--- config.mk ---
export PLATFORM = sky130hd
export DESIGN_NAME = three_port_general_io
export DESIGN_NICKNAME = d
export VERILOG_FILES = /design/src/logic/gpio_pkg.sv /design/src/logic/gpio_port_bank.sv /design/src/logic/three_port_general_io.sv
export VERILOG_INCLUDE_DIRS = /design/src /design/src/logic
export SDC_FILE = /design/constraint.sdc
export NUM_CORES = 1
export LEC_CHECK = 0
export BUFFER_PORTS_ARGS = -buffer_cell sky130_fd_sc_hd__clkbuf_2
export CAP_MARGIN = 5
export CORE_UTILIZATION = 52
export CTS_CLUSTER_DIAMETER = 100
export DETAILED_ROUTE_END_ITERATION = 6
export PLACE_DENSITY = 0.79
export SLEW_MARGIN = 20
export SYNTH_ARGS = -nofsm -noshare
export SYNTH_HDL_FRONTEND = slang
export SYNTH_HIERARCHICAL = 1
export SYNTH_SLANG_ARGS = --single-unit
--- constraint.sdc ---
create_clock -name sys_clk -period 3.06 [get_ports sys_clk]
set_input_delay 0.153 -clock sys_clk [delete_from_list [all_inputs] [get_ports sys_clk]]
set_output_delay 0.153 -clock sys_clk [all_outputs]
set_load 0.1 [all_outputs]
--- src/logic/gpio_cfg.svh ---
// constants of the three-port general i/o block: offsets, widths, resets
// assumes inclusion by bare name from the package and the testbench
//
// Operation
// - each port pin has a software read/write data latch; reset leaves latches alone
// - serial port six bits; timer and analog ports eight bits each
// - direction bit 1 enables output buffer; 0 makes the pin an input
// - reset clears every direction bit, so all pins start as inputs
// - serial port data read returns latch where direction bit is 1
// - timer port data read returns latch where direction bit is 1
// - analog port data read returns latch where direction bit is 1
// - where direction bit is 0, data read returns the sampled pin level
// - data writes always update latches and never alter input readback
// - serial unit owns its pins' direction; direction still selects read source
// - serial enable set makes bit 1 receive input, bit 0 transmit output
// - timer port upper four pins follow each channel's edge/level select
// - selected analog channel overrides port logic, forcing that pin to input
// - unselected analog port pins behave as ordinary digital i/o
`ifndef GPIO_CFG_SVH
`define GPIO_CFG_SVH

// ----------------------------------------------------------------------
// register offsets
// ----------------------------------------------------------------------
`define SERIAL_DATA_OFS 16'h0008
`define TIMER_DATA_OFS 16'h0440
`define ANALOG_DATA_OFS 16'h0441
`define SERIAL_DIR_OFS 16'h0442
`define TIMER_DIR_OFS 16'h0443
`define ANALOG_DIR_OFS 16'h0444
`define SHARE_CTRL_OFS 16'h0445
`define ANALOG_SEL_OFS 16'h0446

// ----------------------------------------------------------------------
// widths and field positions
// ----------------------------------------------------------------------
`define SERIAL_WIDTH 6
`define WIDE_WIDTH 8
`define SERIAL_RX_BIT 1
`define SERIAL_TX_BIT 0
`define TIMER_CH_LSB 4
`define CTRL_SERIAL_EN_BIT 0
`define CTRL_ANALOG_EN_BIT 1
`define CTRL_TIMER_LSB 4

// ----------------------------------------------------------------------
// reset values
// ----------------------------------------------------------------------
`define DIR_RESET 8'h00
`define CTRL_RESET 8'h00
`define SEL_RESET 3'h0

`endif

--- src/logic/gpio_pkg.sv ---
// types shared by the general i/o modules
// assumes gpio_cfg.svh on the include path
package gpio_pkg;
  `include "gpio_cfg.svh"
  typedef logic [15:0] addr_t;
  typedef logic [7:0] byte_t;
  // ----------------------------------------------------------------------
  // access kind of the registered read
  // ----------------------------------------------------------------------
  typedef enum logic [1:0] {
    ACC_IDLE = 2'b00,
    ACC_READ = 2'b01,
    ACC_WRITE = 2'b10
  } access_e;
endpackage

--- src/logic/gpio_port_bank.sv ---
// one port: data latch, direction bits, pin drive and read mux
// assumes synchronous pin inputs and a one-cycle write strobe
`timescale 1ns/1ps
module gpio_port_bank #(
  parameter int WIDTH = 8
) (
  input wire logic sys_clk,
  input wire logic rst_n,
  input wire logic data_we,
  input wire logic dir_we,
  input wire logic [WIDTH-1:0] wdata,
  input wire logic [WIDTH-1:0] pin_in,
  input wire logic [WIDTH-1:0] periph_own,
  input wire logic [WIDTH-1:0] periph_out,
  input wire logic [WIDTH-1:0] periph_drive,
  output logic [WIDTH-1:0] pin_out,
  output logic [WIDTH-1:0] pin_oe_n,
  output logic [WIDTH-1:0] data_view,
  output logic [WIDTH-1:0] dir_view
);
  import gpio_pkg::*;

  typedef struct packed {
    logic [WIDTH-1:0] latch;
    logic [WIDTH-1:0] dir;
  } bank_s;

  // power-up value only; reset itself never touches the latch
  bank_s state_reg = '0;
  bank_s state_next;

  always_comb begin
    state_next = state_reg;
    if (data_we) begin
      state_next.latch = wdata;
    end
    if (dir_we) begin
      state_next.dir = wdata;
    end
    if (!rst_n) begin
      state_next.dir = '0;
    end
  end

  // latch keeps its value through reset on purpose
  always_ff @(posedge sys_clk) begin
    state_reg <= state_next;
  end

  always_comb begin
    for (int i = 0; i < WIDTH; i++) begin
      if (periph_own[i]) begin
        pin_out[i] = periph_out[i];
        pin_oe_n[i] = !periph_drive[i];
      end else begin
        pin_out[i] = state_reg.latch[i];
        pin_oe_n[i] = !state_reg.dir[i];
      end
      // direction picks the read source even for owned pins
      data_view[i] = state_reg.dir[i] ? state_reg.latch[i] : pin_in[i];
    end
  end

  assign dir_view = state_reg.dir;

  a_dir_reset: assert property (@(posedge sys_clk)
    !rst_n |=> state_reg.dir == '0)
    else $error("direction not cleared by reset");
  a_latch_keep: assert property (@(posedge sys_clk)
    (!rst_n && !data_we) |=> state_reg.latch == $past(state_reg.latch))
    else $error("latch disturbed by reset");
  a_write_latch: assert property (@(posedge sys_clk) disable iff (!rst_n)
    data_we |=> state_reg.latch == $past(wdata))
    else $error("latch write lost");
  a_oe_follow: assert property (@(posedge sys_clk) disable iff (!rst_n)
    !periph_own[0] |-> pin_oe_n[0] == !state_reg.dir[0])
    else $error("output enable not from direction");
  a_read_pin: assert property (@(posedge sys_clk) disable iff (!rst_n)
    !dir_view[0] |-> data_view[0] == pin_in[0])
    else $error("input read not from pin");
endmodule

--- src/logic/three_port_general_io.sv ---
// general i/o for the serial, timer and analog shared ports
// assumes synchronous pins and a single-cycle register master
//
// Local design decision: the plain strobed port.
`timescale 1ns/1ps
module three_port_general_io (
  input wire logic sys_clk,
  input wire logic rst_n,
  input wire gpio_pkg::addr_t addr,
  input wire gpio_pkg::byte_t wdata,
  input wire logic wr_stb,
  input wire logic rd_stb,
  output gpio_pkg::byte_t rdata,
  input wire logic [5:0] serial_pin_in,
  output logic [5:0] serial_pin_out,
  output logic [5:0] serial_pin_oe_n,
  input wire logic [7:0] timer_pin_in,
  output logic [7:0] timer_pin_out,
  output logic [7:0] timer_pin_oe_n,
  input wire logic [7:0] analog_pin_in,
  output logic [7:0] analog_pin_out,
  output logic [7:0] analog_pin_oe_n,
  input wire logic serial_tx_data,
  output logic serial_rx_data,
  input wire logic [3:0] timer_ch_out,
  input wire logic [3:0] timer_ch_drive,
  output logic [3:0] timer_ch_in,
  output logic serial_unit_enable,
  output logic analog_sel_valid,
  output logic [2:0] analog_channel,
  output logic [3:0] channel_edge_level_select
);
  import gpio_pkg::*;

  localparam int SW = `SERIAL_WIDTH;
  localparam int WW = `WIDE_WIDTH;

  // ----------------------------------------------------------------------
  // state
  // ----------------------------------------------------------------------
  typedef struct packed {
    byte_t ctrl;
    logic [2:0] sel;
    byte_t rdata;
  } top_s;

  top_s state_reg;
  top_s state_next;

  // ----------------------------------------------------------------------
  // address decode
  // ----------------------------------------------------------------------
  logic hit_sd, hit_td, hit_ad, hit_sr, hit_tr, hit_ar;
  assign hit_sd = wr_stb && addr == `SERIAL_DATA_OFS;
  assign hit_td = wr_stb && addr == `TIMER_DATA_OFS;
  assign hit_ad = wr_stb && addr == `ANALOG_DATA_OFS;
  assign hit_sr = wr_stb && addr == `SERIAL_DIR_OFS;
  assign hit_tr = wr_stb && addr == `TIMER_DIR_OFS;
  assign hit_ar = wr_stb && addr == `ANALOG_DIR_OFS;

  // ----------------------------------------------------------------------
  // sharing control
  // ----------------------------------------------------------------------
  logic [SW-1:0] s_own, s_out, s_drv;
  logic [WW-1:0] t_own, t_out, t_drv, a_own;
  logic [3:0] els;

  assign serial_unit_enable = state_reg.ctrl[`CTRL_SERIAL_EN_BIT];
  assign analog_sel_valid = state_reg.ctrl[`CTRL_ANALOG_EN_BIT];
  assign analog_channel = state_reg.sel;
  assign els = state_reg.ctrl[`CTRL_TIMER_LSB +: 4];
  assign channel_edge_level_select = els;

  always_comb begin
    s_own = '0;
    s_out = '0;
    s_drv = '0;
    if (serial_unit_enable) begin
      s_own[`SERIAL_RX_BIT] = 1'b1;
      s_own[`SERIAL_TX_BIT] = 1'b1;
      s_out[`SERIAL_TX_BIT] = serial_tx_data;
      s_drv[`SERIAL_TX_BIT] = 1'b1;
    end
    t_own = {els, 4'h0};
    t_out = {timer_ch_out, 4'h0};
    t_drv = {timer_ch_drive, 4'h0};
    a_own = '0;
    if (analog_sel_valid) begin
      a_own[state_reg.sel] = 1'b1;
    end
  end

  // receive line idles high while the serial unit is off
  assign serial_rx_data = serial_unit_enable ?
    serial_pin_in[`SERIAL_RX_BIT] : 1'b1;
  assign timer_ch_in = timer_pin_in[`TIMER_CH_LSB +: 4];

  // ----------------------------------------------------------------------
  // port banks
  // ----------------------------------------------------------------------
  logic [SW-1:0] s_view, s_dir;
  logic [WW-1:0] t_view, t_dir, a_view, a_dir;

  gpio_port_bank #(.WIDTH(SW)) u_serial (
    .sys_clk(sys_clk),
    .rst_n(rst_n),
    .data_we(hit_sd),
    .dir_we(hit_sr),
    .wdata(wdata[SW-1:0]),
    .pin_in(serial_pin_in),
    .periph_own(s_own),
    .periph_out(s_out),
    .periph_drive(s_drv),
    .pin_out(serial_pin_out),
    .pin_oe_n(serial_pin_oe_n),
    .data_view(s_view),
    .dir_view(s_dir)
  );

  gpio_port_bank #(.WIDTH(WW)) u_timer (
    .sys_clk(sys_clk),
    .rst_n(rst_n),
    .data_we(hit_td),
    .dir_we(hit_tr),
    .wdata(wdata),
    .pin_in(timer_pin_in),
    .periph_own(t_own),
    .periph_out(t_out),
    .periph_drive(t_drv),
    .pin_out(timer_pin_out),
    .pin_oe_n(timer_pin_oe_n),
    .data_view(t_view),
    .dir_view(t_dir)
  );

  // unselected analog pins get no override: plain digital i/o
  gpio_port_bank #(.WIDTH(WW)) u_analog (
    .sys_clk(sys_clk),
    .rst_n(rst_n),
    .data_we(hit_ad),
    .dir_we(hit_ar),
    .wdata(wdata),
    .pin_in(analog_pin_in),
    .periph_own(a_own),
    .periph_out('0),
    .periph_drive('0),
    .pin_out(analog_pin_out),
    .pin_oe_n(analog_pin_oe_n),
    .data_view(a_view),
    .dir_view(a_dir)
  );

  // ----------------------------------------------------------------------
  // register file and read mux
  // ----------------------------------------------------------------------
  always_comb begin
    state_next = state_reg;
    state_next.rdata = 8'h00;
    if (wr_stb && addr == `SHARE_CTRL_OFS) begin
      state_next.ctrl = wdata;
    end
    if (wr_stb && addr == `ANALOG_SEL_OFS) begin
      state_next.sel = wdata[2:0];
    end
    if (rd_stb) begin
      case (addr)
        `SERIAL_DATA_OFS: state_next.rdata = {2'b00, s_view};
        `TIMER_DATA_OFS: state_next.rdata = t_view;
        `ANALOG_DATA_OFS: state_next.rdata = a_view;
        `SERIAL_DIR_OFS: state_next.rdata = {2'b00, s_dir};
        `TIMER_DIR_OFS: state_next.rdata = t_dir;
        `ANALOG_DIR_OFS: state_next.rdata = a_dir;
        `SHARE_CTRL_OFS: state_next.rdata = state_reg.ctrl;
        `ANALOG_SEL_OFS: state_next.rdata = {5'b0_0000, state_reg.sel};
        default: state_next.rdata = 8'h00;
      endcase
    end
    if (!rst_n) begin
      state_next.ctrl = `CTRL_RESET;
      state_next.sel = `SEL_RESET;
      state_next.rdata = 8'h00;
    end
  end

  always_ff @(posedge sys_clk) begin
    state_reg <= state_next;
  end

  assign rdata = state_reg.rdata;

  // ----------------------------------------------------------------------
  // checks
  // ----------------------------------------------------------------------
  a_serial_read: assert property (@(posedge sys_clk) disable iff (!rst_n)
    (rd_stb && addr == `SERIAL_DATA_OFS && s_dir[2]) |=>
    rdata[2] == $past(s_view[2]))
    else $error("serial port read wrong");
  a_timer_read: assert property (@(posedge sys_clk) disable iff (!rst_n)
    (rd_stb && addr == `TIMER_DATA_OFS) |=> rdata == $past(t_view))
    else $error("timer port read wrong");
  a_analog_read: assert property (@(posedge sys_clk) disable iff (!rst_n)
    (rd_stb && addr == `ANALOG_DATA_OFS) |=> rdata == $past(a_view))
    else $error("analog port read wrong");
  a_serial_tx: assert property (@(posedge sys_clk) disable iff (!rst_n)
    serial_unit_enable |-> (serial_pin_out[0] == serial_tx_data &&
    !serial_pin_oe_n[0] && serial_pin_oe_n[1]))
    else $error("serial pins not taken over");
  a_analog_force: assert property (@(posedge sys_clk) disable iff (!rst_n)
    analog_sel_valid |-> analog_pin_oe_n[analog_channel])
    else $error("analog pin still driven");
  a_write_pin: assert property (@(posedge sys_clk) disable iff (!rst_n)
    (hit_td && t_dir[0]) |=> timer_pin_out[0] == $past(wdata[0]))
    else $error("write not at pin next edge");
  a_timer_own: assert property (@(posedge sys_clk) disable iff (!rst_n)
    els[0] |-> timer_pin_oe_n[4] == !timer_ch_drive[0])
    else $error("timer channel not steering pin");

  c_serial_on: cover property (@(posedge sys_clk) $rose(serial_unit_enable));
  c_analog_on: cover property (@(posedge sys_clk) $rose(analog_sel_valid));
  c_read_wr: cover property (@(posedge sys_clk) wr_stb ##1 rd_stb);
endmodule

==> impl_results.rst <==
.. list-table::
   :header-rows: 1

   * - Metric
     - Value
   * - Switching component of the power
     - between 0.5 and 0.6 mW
   * - Post-DP HPWL
     - around 7200 um
   * - Outcome
     - finished, final reports clean
   * - Leakage power figure
     - 1.82 nW
   * - Data arrival at the endpoint of the critical path
     - 2.13 ns
   * - Power per standard cell area
     - ~370 nW/um^2
   * - Total count of hold-check failures in the final report
     - 0
   * - Final clock period utilization by the worst path
     - around three quarters
   * - Cell type contributing the most total cell area after synthesis
     - sky130_fd_sc_hd__dfxtp_1
   * - Sequential Area
     - roughly 1500 um^2
   * - Relative contribution of sequential cells to total power
     - 49.0%
   * - Fin nets
     - 559
   * - Worst-Skew Late Latency
     - 0.35 ns
   * - Mapped Avg Cell Area
     - 10.7 um^2
   * - Die Outline Area
     - 7900 um^2
   * - Accumulated negative setup slack
     - 0 ns
   * - PortBufs
     - between 100 and 150
   * - Minimum clock period
     - ~2.3 ns
   * - Max-cap violations
     - 0
   * - Count of buffers added by post-CTS timing repair for setup
     - 0
   * - Layout overhead on the synthesized area
     - 20.1%
   * - Proportion of power drawn by combinational gates
     - approximately 15%
   * - Initial cell density of the core
     - 53.9%
   * - Total of warnings raised by yosys
     - 6
   * - Chip Height
     - around 89 um
   * - Clock tree from TritonCTS
     - yes
   * - Worst hold margin
     - about 0.055 ns
   * - Area after DPL
     - 4550 um^2
   * - Relative contribution of the clock network to total power
     - a little over a third
   * - Number of antenna violations at the first check in global routing
     - 0
   * - Number of buffers created by CTS
     - 9
   * - Maximum buffer depth of the clock tree
     - 2
   * - Number of detailed-routing iterations run before antenna repair
     - 4
   * - Crit-path max FO
     - 5
   * - Global-route wire length before repair
     - 14600 um
   * - Overall via count from detail_route
     - 3116
   * - Slowest stage cell on the critical path
     - sky130_fd_sc_hd__dfxtp_1
   * - Kind of end point of the critical path
     - output pin
   * - Post-CTS sizing
     - 0
   * - Most frequent cells in the layout
     - sky130_fd_sc_hd__clkbuf_2 (124), sky130_fd_sc_hd__mux2i_1 (55), sky130_fd_sc_hd__conb_1 (50), sky130_fd_sc_hd__mux2_2 (47), sky130_fd_sc_hd__dfxtp_1 (41)
   * - Total number of clock tree sinks
     - 63
   * - Overall global routing resource usage
     - 25.7%
   * - Worst Skew
     - about 0.007 ns
   * - Setup repair after global routing missed its margin
     - false
   * - Final routed wire length divided by cell count
     - 16.0 um
   * - Proportion of netlist area held by the largest area contributor
     - a little over a fifth
   * - Routed wire length
     - between 9000 and 10000 um
   * - Ant diodes
     - 0
   * - Post-synthesis async set-or-reset flop share
     - 0%
   * - Leading register cell type out of synthesis
     - sky130_fd_sc_hd__dfxtp_1
   * - Min-Delay Path Class
     - in -> reg
   * - Area occupied by multi-input gates
     - 2270 um^2
   * - Count of endpoints failing setup in the final report
     - 0
   * - IO Pins
     - around 130
   * - Class of the most critical setup path
     - reg -> out
   * - Sw Share
     - 28.9%
   * - Ranking of synthesized cells by area
     - sky130_fd_sc_hd__dfxtp_1 (21%), sky130_fd_sc_hd__edfxtp_1 (17%), sky130_fd_sc_hd__mux2i_1 (16%)
   * - Fill cell total of the finished layout
     - around 630
   * - Last weighted congestion value of the routability-driven placer
     - between 0.8 and 0.9
   * - Worst relative slew slack
     - between 40 and 50%
   * - Transition at the pin with the smallest max-transition slack
     - about 0.76 ns
   * - Number of global-route vias before repair
     - 2833
   * - Aggregate global routing overflow
     - 0
   * - Total of flip-flops plus latches after synthesis
     - 63
   * - Most common cell after layout, fill and taps aside
     - sky130_fd_sc_hd__clkbuf_2
   * - FP Rows
     - 31
   * - Clock transition at the registers of the reported paths
     - about 0.070 ns
   * - Clk Tree Root Cell
     - sky130_fd_sc_hd__clkbuf_8
   * - Number of flops mapped to enable cells by yosys
     - 22
   * - Seq/Total Area, Yosys
     - a little under two fifths
   * - Final cell area excluding filler cells
     - around 4700 um^2
   * - Timing-limited maximum frequency
     - between 0.4 and 0.5 GHz
   * - CTS H-tree lvls
     - 3
   * - WP data required
     - around 2.9 ns
   * - Number of remaining DRC errors
     - 0
   * - Maximum number of pins on one net before global-route repair
     - 43
   * - Floorplan die width
     - 88.9 um
   * - Worst supply voltage drop on vdd
     - between 0.3 and 0.4 mV
   * - Share of post-route cells with drive strength above 1
     - about two fifths
   * - Number of buffers and inverters on the critical path
     - 1
   * - Placeable core region
     - ~7300 um^2
   * - DRC violation total after the first TritonRoute iteration
     - between 150 and 200
   * - List of cells traversed by the critical path
     - nand2_1 > nor3_1 > mux2_2 > clkbuf_2
   * - Post-Syn Area
     - 3930 um^2
   * - Antenna viol nets, final
     - 0
   * - Number of library cell types mapped by synthesis
     - 42
   * - Post-CTS Hold Fix Bufs
     - 0
   * - Category of cells accounting for the largest share of critical-path delay
     - simple AND/OR/NAND/NOR gates
   * - Drt via density
     - a little over 5
   * - Synthesized netlist cell count
     - 366
   * - Count of pins over their slew limit
     - 0
   * - Startpoint Class
     - flop
   * - Cell-internal power
     - 1.25 mW
   * - Layout Utilization
     - about two thirds
   * - Critical Path Max Stage Delay
     - between 0.4 and 0.5 ns
## layout make-up
type / instances / share of cell area (%)
Timing Repair Buffer: 130 / 14.1
Sequential cell: 63 / 31.4
Tap cell: 99 / 2.63
Multi-Input combinational cell: 295 / 48.2
Inverter: 1 / 0.0796
Clock inverter: 4 / 0.451
Clock buffer: 12 / 3.08
## through the flow
stage / cells / power, mW / setup WS, ns
floorplan: 415 / 1.07 / 0.116
global placement: 588 / 1.15 / 0.720
detailed placement: 588 / 1.15 / 0.656
CTS: 604 / 1.77 / 0.782
global route: 604 / 1.83 / 0.699
finish: 604 / 1.76 / 0.782
## synthesized netlist by cell type (2+ instances only)
master and count:
sky130_fd_sc_hd__nor2_1 11, sky130_fd_sc_hd__nor3_1 4, sky130_fd_sc_hd__o2bb2ai_1 3, sky130_fd_sc_hd__buf_4 42, sky130_fd_sc_hd__edfxtp_1 22, sky130_fd_sc_hd__a41oi_2 3
sky130_fd_sc_hd__mux2_2 47, sky130_fd_sc_hd__buf_2 3, sky130_fd_sc_hd__o21ai_0 5, sky130_fd_sc_hd__a22o_1 3, sky130_fd_sc_hd__a31oi_1 3, sky130_fd_sc_hd__nand2_1 23
sky130_fd_sc_hd__nand3b_1 3, sky130_fd_sc_hd__a311oi_1 2, sky130_fd_sc_hd__nand3_1 14, sky130_fd_sc_hd__nor2b_1 27, sky130_fd_sc_hd__a22oi_1 4, sky130_fd_sc_hd__nand2b_1 5
sky130_fd_sc_hd__mux2i_1 63, sky130_fd_sc_hd__nor4_1 2, sky130_fd_sc_hd__dfxtp_1 41, sky130_fd_sc_hd__nand4_1 2, sky130_fd_sc_hd__a211oi_1 2, sky130_fd_sc_hd__buf_6 3
sky130_fd_sc_hd__or3_1 4, sky130_fd_sc_hd__a21boi_0 2, sky130_fd_sc_hd__clkbuf_1 8
## worst reg2reg max path, stage by stage, from the launching register on
cell and delay [ns]:
sky130_fd_sc_hd__dfxtp_1 0.44, sky130_fd_sc_hd__mux2_2 0.37, sky130_fd_sc_hd__mux2i_1 0.17, sky130_fd_sc_hd__nor2_1 0.07
sky130_fd_sc_hd__a311oi_1 0.37, sky130_fd_sc_hd__a2111oi_2 0.11
## cells by family (layout without fill, tap and decap cells)
group           count (synthesis)  in the layout  synth area share [%]
mux                           111            111                  30.1
flops                          63             63                  37.7
compound gates                 29             29                  6.72
simple gates                  105            105                  15.2
buf+inv                        57            147                  10.1
other cells                     1             50                0.0955
## final timing paths
check / depth (start not counted) / slack (ns) / from / end
worst max-delay path: 4 / 0.78 / analog_channel[2] / analog_pin_out[4]
worst min-delay path: 1 / 0.06 / wdata[6] / u_analog/state_reg[14]
worst max register to register: 5 / 1.40 / u_analog/dir_view[6] / rdata[6]
worst min register to register: 2 / 0.47 / state_reg[13] / state_reg[13]
## power groups by stage
| stage | Sequential [mW] | Combinational (mW) | Clock, mW |
|---|---|---|---|
| final | 0.865 | 0.266 | 0.633 |
| after global routing | 0.864 | 0.285 | 0.685 |
| after CTS | 0.864 | 0.265 | 0.641 |
| after detailed placement | 0.883 | 0.264 | 0 |
| after global placement | 0.883 | 0.263 | 0 |
| after floorplan | 0.883 | 0.189 | 0 |
## metal layers
metal	global-route usage, %	part of all wire, %	wire [um]	up-vias
met5	0	0	0	-
met4	10.3	2.3	220	0
met3	5.08	7.1	689	18
met2	42.2	49	4740	134
met1	33.4	41	3990	1449
li1	-	-	-	1515
Power figures use the tool's default switching activity.
